## src/pkg/timer16_irq_pkg.sv

```systemverilog
// constants and types shared by the 16-bit timer capture and interrupt flag block
package timer16_irq_pkg;
    localparam logic [7:0] ADDR_MASK      = 8'h00;
    localparam logic [7:0] ADDR_FLAGS     = 8'h04;
    localparam logic [7:0] ADDR_CTRL      = 8'h08;
    localparam logic [7:0] ADDR_CMP_A_LO  = 8'h0C;
    localparam logic [7:0] ADDR_CMP_A_HI  = 8'h10;
    localparam logic [7:0] ADDR_CMP_B_LO  = 8'h14;
    localparam logic [7:0] ADDR_CMP_B_HI  = 8'h18;
    localparam logic [7:0] ADDR_CAPT_LO   = 8'h1C;
    localparam logic [7:0] ADDR_CAPT_HI   = 8'h20;
    localparam int BIT_CAPTURE  = 5;
    localparam int BIT_CMP_A    = 4;
    localparam int BIT_CMP_B    = 3;
    localparam int BIT_OVERFLOW = 2;
    localparam int BIT_FORCE_A  = 8;
    localparam int BIT_FORCE_B  = 9;
    localparam int BIT_FILTER   = 7;
    localparam int BIT_EDGE     = 6;
    localparam int BIT_ANA_SEL  = 5;
    localparam logic [7:0] MASK_RESET  = 8'h00;
    localparam logic [7:0] FLAGS_RESET = 8'h00;
    localparam logic [7:0] IMPL_BITS   = 8'h3C;
    localparam int FILTER_SAMPLES = 4;
    localparam logic [15:0] COUNT_MAX = 16'hFFFF;

    typedef enum logic [1:0] {OVF_AT_MAX, OVF_AT_BOTTOM, OVF_AT_TOP} ovf_point_t;

    typedef struct packed {
        logic        cyc;
        logic        stb;
        logic        we;
        logic [3:0]  sel;
        logic [7:0]  adr;
        logic [31:0] dat;
    } wb_req_t;

    typedef struct packed {
        logic        tick;
        logic        at_top;
        logic        at_bottom;
        logic [15:0] value;
    } counter_in_t;
endpackage

```

## src/verilog/timer16_capture_irq_flags.sv

```systemverilog
// input capture, compare and overflow flags of a 16-bit timer, Wishbone slave
//
// Local design decisions: the address map and the Wishbone register port.
`timescale 1ns/1ps
module timer16_capture_irq_flags
    import timer16_irq_pkg::*;
(
    input  wire logic                        clk_i,
    input  wire logic                        rst_i,
    input  wire timer16_irq_pkg::wb_req_t    wb_i,
    output logic                             wb_ack_o,
    output logic [31:0]                      wb_dat_o,
    input  wire timer16_irq_pkg::counter_in_t cnt_i,
    input  wire logic                        capture_input_pin_i,
    input  wire logic                        comparator_out_i,
    input  wire logic                        global_irq_enable_i,
    input  wire logic [3:0]                  vector_done_i,
    output logic [3:0]                       irq_request_o,
    output logic                             irq_o,
    output logic                             force_compare_a_strobe_o,
    output logic                             force_compare_b_strobe_o,
    output logic [3:0]                       waveform_mode_select_o,
    output logic [15:0]                      compare_a_register_o,
    output logic [15:0]                      compare_b_register_o
);
    import timer16_irq_pkg::*;

    typedef struct packed {
        logic [1:0][2:0] sync;
        logic [1:0]      level;
        logic [3:0]      hist;
        logic            filtered;
        logic            filt_prev;
        logic [7:0]      mask;
        logic [7:0]      flags;
        logic [3:0]      wgm;
        logic            edge_rise;
        logic            filter_en;
        logic            ana_sel;
        logic [15:0]     cmp_a;
        logic [15:0]     cmp_b;
        logic [15:0]     capture;
        logic [7:0]      temp;
        logic            match_a;
        logic            match_b;
        logic            ack;
        logic [7:0]      dat;
        logic [3:0]      irq_req;
        logic            irq;
        logic            force_a;
        logic            force_b;
    } state_t;

    state_t s_reg;
    state_t s_next;

    // pin-side inputs: three flip-flops, stage 0 feeds only stage 1
    logic [1:0] raw_in;
    assign raw_in = {comparator_out_i, capture_input_pin_i};

    logic       req;
    logic       wr;
    logic       rd;
    logic       icr_top;
    logic       cap_src;
    logic       cap_event;
    logic [7:0] set_bits;
    logic [7:0] clr_bits;
    ovf_point_t ovf_point;
    logic       ovf_hit;

    always_comb
    begin
        unique case (s_reg.wgm)
            4'd0, 4'd4, 4'd12:                        ovf_point = OVF_AT_MAX;
            4'd1, 4'd2, 4'd3, 4'd8, 4'd9, 4'd10, 4'd11: ovf_point = OVF_AT_BOTTOM;
            default:                                  ovf_point = OVF_AT_TOP;
        endcase
    end

    always_comb
    begin
        s_next    = s_reg;
        req       = wb_i.cyc && wb_i.stb && !s_reg.ack;
        wr        = req && wb_i.we && wb_i.sel[0];
        rd        = req && !wb_i.we;
        // modes that take the capture register as top
        icr_top   = (s_reg.wgm == 4'd8) || (s_reg.wgm == 4'd10) || (s_reg.wgm == 4'd12) || (s_reg.wgm == 4'd14);
        set_bits  = 8'h00;
        clr_bits  = 8'h00;

        for (int i = 0; i < 2; i++)
        begin
            s_next.sync[i] = {s_reg.sync[i][1:0], raw_in[i]};
            if (s_reg.sync[i][1] == s_reg.sync[i][2])
                s_next.level[i] = s_reg.sync[i][2];
        end

        cap_src = s_reg.ana_sel ? s_reg.level[1] : s_reg.level[0];
        s_next.hist = {s_reg.hist[2:0], cap_src};
        if (!s_reg.filter_en)
            s_next.filtered = cap_src;
        else if (&{s_reg.hist, cap_src} || !(|{s_reg.hist, cap_src}))
            s_next.filtered = cap_src;
        s_next.filt_prev = s_reg.filtered;

        cap_event = !icr_top && (s_reg.edge_rise ? (s_reg.filtered && !s_reg.filt_prev)
                                                 : (!s_reg.filtered && s_reg.filt_prev));
        if (cap_event)
            s_next.capture = cnt_i.value;
        if (cap_event || (icr_top && cnt_i.tick && cnt_i.at_top))
            set_bits[BIT_CAPTURE] = 1'b1;

        // compare match is registered on one tick and flagged on the next
        if (cnt_i.tick)
        begin
            s_next.match_a = (cnt_i.value == s_reg.cmp_a);
            s_next.match_b = (cnt_i.value == s_reg.cmp_b);
        end
        set_bits[BIT_CMP_A] = cnt_i.tick && s_reg.match_a;
        set_bits[BIT_CMP_B] = cnt_i.tick && s_reg.match_b;

        unique case (ovf_point)
            OVF_AT_MAX:    ovf_hit = (cnt_i.value == COUNT_MAX);
            OVF_AT_BOTTOM: ovf_hit = cnt_i.at_bottom;
            OVF_AT_TOP:    ovf_hit = cnt_i.at_top;
        endcase
        set_bits[BIT_OVERFLOW] = cnt_i.tick && ovf_hit;

        clr_bits[BIT_CAPTURE]  = vector_done_i[3];
        clr_bits[BIT_CMP_A]    = vector_done_i[2];
        clr_bits[BIT_CMP_B]    = vector_done_i[1];
        clr_bits[BIT_OVERFLOW] = vector_done_i[0];

        s_next.force_a = 1'b0;
        s_next.force_b = 1'b0;
        s_next.ack     = req;
        s_next.dat     = 8'h00;

        if (wr)
        begin
            unique case (wb_i.adr)
                ADDR_MASK:  s_next.mask = wb_i.dat[7:0] & IMPL_BITS;
                ADDR_FLAGS: clr_bits = clr_bits | (wb_i.dat[7:0] & IMPL_BITS);
                ADDR_CTRL:
                begin
                    s_next.wgm       = wb_i.dat[3:0];
                    s_next.ana_sel   = wb_i.dat[BIT_ANA_SEL];
                    s_next.edge_rise = wb_i.dat[BIT_EDGE];
                    s_next.filter_en = wb_i.dat[BIT_FILTER];
                    // force strobes act only when the written mode has both low bits clear (modes 0, 4, 8, 12)
                    s_next.force_a   = wb_i.dat[BIT_FORCE_A] && wb_i.sel[1] && (wb_i.dat[1:0] == 2'b00);
                    s_next.force_b   = wb_i.dat[BIT_FORCE_B] && wb_i.sel[1] && (wb_i.dat[1:0] == 2'b00);
                end
                ADDR_CMP_A_HI, ADDR_CMP_B_HI, ADDR_CAPT_HI: s_next.temp = wb_i.dat[7:0];
                ADDR_CMP_A_LO: s_next.cmp_a = {s_reg.temp, wb_i.dat[7:0]};
                ADDR_CMP_B_LO: s_next.cmp_b = {s_reg.temp, wb_i.dat[7:0]};
                ADDR_CAPT_LO:  if (icr_top) s_next.capture = {s_reg.temp, wb_i.dat[7:0]};
                default: ;
            endcase
        end

        if (rd)
        begin
            unique case (wb_i.adr)
                ADDR_MASK:  s_next.dat = s_reg.mask;
                ADDR_FLAGS: s_next.dat = s_reg.flags;
                ADDR_CTRL:  s_next.dat = {s_reg.filter_en, s_reg.edge_rise, s_reg.ana_sel, 1'b0, s_reg.wgm};
                ADDR_CMP_A_LO: s_next.dat = s_reg.cmp_a[7:0];
                ADDR_CMP_B_LO: s_next.dat = s_reg.cmp_b[7:0];
                ADDR_CAPT_LO:
                begin
                    s_next.dat  = s_reg.capture[7:0];
                    s_next.temp = s_reg.capture[15:8];
                end
                ADDR_CMP_A_HI, ADDR_CMP_B_HI, ADDR_CAPT_HI: s_next.dat = s_reg.temp;
                default: s_next.dat = 8'h00;
            endcase
        end

        // hardware set wins over a clear in the same cycle
        s_next.flags = ((s_reg.flags & ~clr_bits) | set_bits) & IMPL_BITS;

        s_next.irq_req[3] = s_reg.mask[BIT_CAPTURE]  && s_reg.flags[BIT_CAPTURE]  && global_irq_enable_i;
        s_next.irq_req[2] = s_reg.mask[BIT_CMP_A]    && s_reg.flags[BIT_CMP_A]    && global_irq_enable_i;
        s_next.irq_req[1] = s_reg.mask[BIT_CMP_B]    && s_reg.flags[BIT_CMP_B]    && global_irq_enable_i;
        s_next.irq_req[0] = s_reg.mask[BIT_OVERFLOW] && s_reg.flags[BIT_OVERFLOW] && global_irq_enable_i;
        s_next.irq        = |(s_reg.mask & s_reg.flags);
    end

    always_ff @(posedge clk_i)
    begin
        if (rst_i)
        begin
            s_reg       <= '0;
            s_reg.mask  <= MASK_RESET;
            s_reg.flags <= FLAGS_RESET;
        end
        else
        begin
            s_reg <= s_next;
        end
    end

    assign wb_ack_o                 = s_reg.ack;
    assign wb_dat_o                 = {24'h000000, s_reg.dat};
    assign irq_request_o            = s_reg.irq_req;
    assign irq_o                    = s_reg.irq;
    assign force_compare_a_strobe_o = s_reg.force_a;
    assign force_compare_b_strobe_o = s_reg.force_b;
    assign waveform_mode_select_o   = s_reg.wgm;
    assign compare_a_register_o     = s_reg.cmp_a;
    assign compare_b_register_o     = s_reg.cmp_b;
endmodule

```

## config.mk

```make
export PLATFORM = sky130hd
export DESIGN_NAME = timer16_capture_irq_flags
export DESIGN_NICKNAME = d
export VERILOG_FILES = /design/src/pkg/timer16_irq_pkg.sv /design/src/verilog/timer16_capture_irq_flags.sv
export SDC_FILE = /design/constraint.sdc
export NUM_CORES = 1
export LEC_CHECK = 0
export ABC_AREA = 1
export ABC_CLOCK_PERIOD_IN_PS = 1700
export CAP_MARGIN = 10
export CORE_MARGIN = 2
export CORE_UTILIZATION = 40
export CTS_CLUSTER_DIAMETER = 30
export DETAILED_ROUTE_END_ITERATION = 6
export DONT_BUFFER_PORTS = 1
export HOLD_SLACK_MARGIN = 0.02
export PLACE_DENSITY_LB_ADDON = 0.08
export SYNTH_ARGS = -nofsm -noshare
export SYNTH_HDL_FRONTEND = slang
export SYNTH_SLANG_ARGS = --single-unit
```

## constraint.sdc

```tcl
create_clock -name clk_i -period 1.7 [get_ports clk_i]
set_input_delay 0.085 -clock clk_i [delete_from_list [all_inputs] [get_ports clk_i]]
set_output_delay 0.085 -clock clk_i [all_outputs]
set_load 0.02 [all_outputs]
```

**Word level (Yosys, flattened, before mapping)**

Memories as Yosys holds them, arrays and structs flattened. A register that Yosys moved wholly into a read port is not among the register bits.
Index checks and enable logic that the tools add are counted.

- Word-level logic and storage cells: 121
- ROM bits: 32
- Register bits after elaboration: 103
- Memories kept: 1

- Bitwise operators: 8
- Multiplexer cells: 18
- Equality and inequality tests: 20
- Reductions and logical operators: 49

Memories:

| name | words | bits a word | read ports | clocked after memory_dff | write ports | RTL line | source |
|---|---|---|---|---|---|---|---|
| (name not given) | 16 | 2 | 1 | 1 | 0 | timer16_capture_irq_flags.sv:74 | `unique case (s_reg.wgm)` |

Operators by type and width:

| kind | number |
|---|---|
| one-hot mux 8 bit (7 select lines) | 1 |
| 2-to-1 mux 16 bit | 3 |
| equality test 16 bit | 2 |
| equality test 8 x 5 -> 1 bit, second input constant | 4 |
| logical AND 1 bit | 25 |
| 2-to-1 mux 24 bit | 1 |
| 2-to-1 mux 8 bit | 3 |
| equality test 16 bit, second input constant | 1 |
| equality test 4 bit, second input constant | 4 |
| equality test 8 x 4 -> 1 bit, second input constant | 2 |
| bitwise AND 6 bit | 2 |
| 2-to-1 mux 6 bit | 2 |
| bitwise OR 6 bit | 2 |
| equality test 8 x 3 -> 1 bit, second input constant | 1 |
| equality test 8 x 6 -> 1 bit, second input constant | 1 |
| logical NOT 8 bit | 1 |
| 2-to-1 mux 4 bit | 2 |
| AND reduction 2 bit | 4 |
| OR reduction 8 bit | 1 |
| logical NOT 1 bit | 6 |
| inverter 6 bit | 1 |
| OR reduction 3 bit | 2 |
| logical OR 1 bit | 5 |
| 2-to-1 mux 1 bit | 5 |
| 10 further kinds | 14 |

**Depth between registers and ports, before layout**

- Word-level depth: 12
- Depth in mapped cells: 11

**Least setup slack after synthesis**

Ideal clock, no wire load.

- Path kind: register to register
- Start point: reg s_reg, in the netlist wb_ack_o
- End point: reg s_reg[84] in the netlist's numbering
- Path slack: 239 ps
- Arrival time: 1328 ps
- Setup time: 132 ps
- Cell stages (with the launch flop): 9
- Cell sequence: dfxtp_1 > inv_1 > nand3_1 > nor2_4 > buf_2 > buf_4 > nand3_1 > nand3b_1 > a21oi_1

- Word-level cells in the longest chain between the ends: 8

RTL lines:

| element | RTL line | source |
|---|---|---|
| start, declared | timer16_capture_irq_flags.sv:54 | `state_t s_reg;` |
| start signal, assigned | timer16_capture_irq_flags.sv:201 | `s_reg <= s_next;` |
| logical NOT 1 bit | timer16_capture_irq_flags.sv:84 | `req = wb_i.cyc && wb_i.stb && !s_reg.ack;` |
| logical AND 1 bit | timer16_capture_irq_flags.sv:84 |  |
| logical AND 1 bit (2 in series) | timer16_capture_irq_flags.sv:85 | `wr = req && wb_i.we && wb_i.sel[0];` |
| 2-to-1 mux 6 bit | timer16_capture_irq_flags.sv:140 | `if (wr)` |
| inverter 6 bit | timer16_capture_irq_flags.sv:182 | `s_next.flags = ((s_reg.flags & ~clr_bits) \| set_bits) & IMPL_BITS;` |
| bitwise AND 6 bit | timer16_capture_irq_flags.sv:182 |  |
| bitwise OR 6 bit | timer16_capture_irq_flags.sv:182 |  |

No other way between the ends.
A chain may end at the register's enable or synchronous reset.

**Worst setup path in the final report**

- Start point: reg s_reg, in the netlist wb_ack_o
- End point: reg s_reg, in the netlist compare_b_register_o[6]

- Word-level cells in the longest chain between the ends: 5

RTL lines:

| element | RTL line |
|---|---|
| logical NOT 1 bit | timer16_capture_irq_flags.sv:84 |
| logical AND 1 bit | timer16_capture_irq_flags.sv:84 |
| logical AND 1 bit (2 in series) | timer16_capture_irq_flags.sv:85 |
| AND reduction 2 bit (no source line) | -- |

No other way between the ends.

==> reports/results.tsv <==
stage	metric	value	unit
run_status	status	completed	
timing	skew final	0.00712	ns
synth	count of different cell masters after synthesis	37	
timing	slew at the pin closest to its max-slew limit	0.991	ns
critical_path	last element of the critical path	compare_b_register_o[6]$_SDFFE_PP0P_	
pwr	Switching Share	0.240	
clock_network	Max Buffers Root-to-Sink	2	
min_path	Hold Path Class	input port to flop	
die	chip height	122	um
timing	Slew Viols, Final	0	
finish	layout cells sized above 1	0.0957	
global_route	first-pass GRT wire length	25.2	mm
critical_path	CP delay by family, top	simple AND/OR/NAND/NOR gates	
pwr	clock power share	0.413	
global_route	Total GRT Usage	0.226	
timing	setup TNS	0	ns
clock_network	CTS buffer count	9	
route	routed length on met1	7.38	mm
critical_path	CP Class	flop to flop	
route	routed wire length	16.5	mm
route	first-iteration detailed-routing DRC count	404	
critical_path	Worst Setup Start Kind	flop	
route	met3 wire len	1.21	mm
synth	Synth Instances	814	
critical_path	Arrival @ worst endpoint	1.82	ns
synth	sequential-to-total area share from yosys stat	0.378	
route	router iterations before antenna repair	5	
timing	RSZ-0062 raised after global routing	false	
route	vias post-DR	4863	
finish	most common cell after layout, fill and taps aside	nand2_1	
global_route	initial antenna violation count	2	
critical_path	CP max FO	10	
timing	hold slack	0.0560	ns
clock_network	Clock Sinks	105	
timing	final setup fails	0	
timing	Final min period	1.59	ns
global_route	GRT overflow	0	
critical_path	WP depth	8	
pwr	Gate power share	0.069	
route	drc violations	0	
clock_network	CTS tree	built	
route	vias per cell	4.88	
pwr	Worst VDD drop	0.459	mV
critical_path	Crit. Startpoint	wb_ack_o$_SDFF_PP0_	
critical_path	Worst EP required	1.92	ns
clock_network	clock-pin slew on the worst setup and hold paths	0.07	ns
clock_network	H-tree levels	3	
critical_path	Crit-path slowest cell	dfxtp_1	
die	# rows	43	
die	Initial Util	0.406	
synth	Cell Area, Synth	5570	um^2
route	DR WL/cell	16.5	um
route	top sig layer	met4	
clock_network	clock tree root driver cell	clkbuf_16	
critical_path	R2R cell count	8	
critical_path	CP cell instances	inv_1, nand3_1, nor2_4, buf_4, nand2_2, buf_4, o21ai_0, a21oi_1	
synth	syn avg cell area	6.84	um^2
die	Die Wd	122	um
finish	Fillers	1459	
pwr	sequential cell fraction of total power	0.518	
placement	port buffer count	0	
die	die area	14900	um^2
placement	RePlAce Congestion	0.883	
pwr	Int Pwr	3630	uW
timing	fin crit share	0.938	
finish	flip-flop and latch area	2100	um^2
pwr	Power Density	793	nW/um^2
critical_path	Critical Path Max Stage Delay	0.32	ns
timing	Slew HR	0.339	
flow_run	max-cap viol count	0	
pwr	P_sw	1150	uW
global_route	largest net degree at the start of global routing	60	
critical_path	Bufs and invs on worst path	3	
global_route	vias in the first global route	4558	
synth	register bit total from synthesis	105	
pwr	leak pwr	0.00257	uW
clock_network	worst skew pair latency	0.35	ns
critical_path	Reg2Reg Setup Slack	0.11	ns
critical_path	CP Capture Type	flop	
critical_path	crit-path most repeated cell	buf_4	
critical_path	Reg-to-Reg Start	wb_ack_o$_SDFF_PP0_	
die	Core ar.	13700	um^2
finish	nets@finish	889	
timing	FMAX	0.627	GHz
route	Final ANT Viol Nets	0	
synth	Synth Warn #	0	
finish	Largest register FFs	43	
critical_path	Critical R2R Capture	compare_b_register_o[6]$_SDFFE_PP0P_	
finish	area of the multi-input gates	2570	um^2
finish	most frequent cells in the layout	nand2_1, nor2_1, dfxtp_1	
route	met2 routed WL	7.49	mm
timing	Hold Vio Cnt, Final	0	
die	# IOs	151	
finish	layout overhead on the synthesized area	8.18	%
placement	HPWL Detailed	12.2	mm
[power groups by stage]
stage	logic, uW	registers [uW]	clock network [uW]
after floorplan	250	2530	0
after global placement	253	2530	0
after detailed placement	255	2530	0
after CTS	323	2470	2020
after global routing	369	2470	2130
final	329	2470	1970
[logic make-up (layout without fill, tap and decap cells)]
| group | after synthesis | in the layout | share of synthesized area |
|---|---|---|---|
| AND/OR/NAND/NOR | 374 | 374 | 0.286 |
| buffers and inverters | 176 | 154 | 0.176 |
| AO/OA/AOI/OAI | 142 | 142 | 0.133 |
| flip-flops | 105 | 105 | 0.378 |
| XOR/XNOR | 14 | 14 | 0.0220 |
| adder cells (fa/ha/maj) | 2 | 2 | 0.00449 |
| other | 1 | 26 | 0.000674 |
[stage by stage]
| stage | area [um^2] | utilization | cells | power [uW] | setup WS (ns) |
|---|---|---|---|---|---|
| after global routing | 6020 | 0.439 | 996 | 4970 | 0.00570 |
| final | 6020 | 0.439 | 997 | 4770 | 0.105 |
| after CTS | 5970 | 0.435 | 990 | 4810 | 0.0645 |
| after detailed placement | 5480 | 0.400 | 954 | 2780 | 0.113 |
| after floorplan | 5650 | - | 837 | 2780 | 0.239 |
| after global placement | 5480 | 0.400 | 954 | 2780 | 0.160 |
[metal layers]
metal | up-vias | global-route usage
li1 | 2471 | -
met1 | 2210 | 0.297
met2 | 159 | 0.361
met3 | 23 | 0.0496
met4 | 0 | 0.0862
met5 | - | 0
[repair_timing]
action,in CTS,in global routing
endpoints found under the hold margin,64,0
buffers inserted,0,5
endpoints found under the setup margin,0,28
resized for setup,0,6
hold buffers,22,0
[worst register-to-register path, stage by stage, from the launching register on]
cell and delay, ns:
dfxtp_1 0.32, inv_1 0.05, nand3_1 0.16, nor2_4 0.24, buf_4 0.15, nand2_2 0.08
buf_4 0.21, o21ai_0 0.19, a21oi_1 0.08
[layout make-up]
class                           count  share of cell area
Tap cell                          180              0.0374
Clock inverter                      3             0.00291
Timing Repair Buffer               61              0.0897
Inverter                           79              0.0507
Clock buffer                       11              0.0420
Multi-Input combinational cell    556               0.428
Antenna cell                        2            0.000831
Sequential cell                   105               0.349
[how the worst min path moves through the flow]
stage                   start                                    to  slack (ns)  cells past startpoint
finish                wb_i[5]  compare_a_register_o[5]$_SDFFE_PP0P_        0.06                      2
global route         cnt_i[0]                  s_reg[26]$_SDFF_PP0_        0.08                      4
CTS                  cnt_i[2]                  s_reg[28]$_SDFF_PP0_        0.05                      4
detailed placement      rst_i                  s_reg[84]$_SDFF_PP0_        0.16                      1
global placement        rst_i                s_next[110]$_SDFF_PP0_        0.16                      1
floorplan           cnt_i[18]                s_reg[16]$_SDFFE_PP0P_        0.18                      1
[Yosys cell counts, drive strengths merged]
cell type,instances,area share
clkinv,3,0.0025
o22ai,1,0.0011
xnor2,2,0.0031
nand2,160,0.11
ha,2,0.0045
buf,84,0.11
o21ai,94,0.084
dfxtp,105,0.38
nand4,6,0.0094
clkbuf,13,0.0090
nand3b,4,0.0054
a211oi,3,0.0040
o21a,1,0.0013
xor2,12,0.019
a21oi,36,0.032
nand3,32,0.029
a21boi,6,0.0081
inv,76,0.052
a41oi,1,0.0016
nor3,11,0.0099
nor4,1,0.0011
nor2,160,0.12
conb,1,0.00067
No activity file was read; power rests on OpenSTA's default activity.
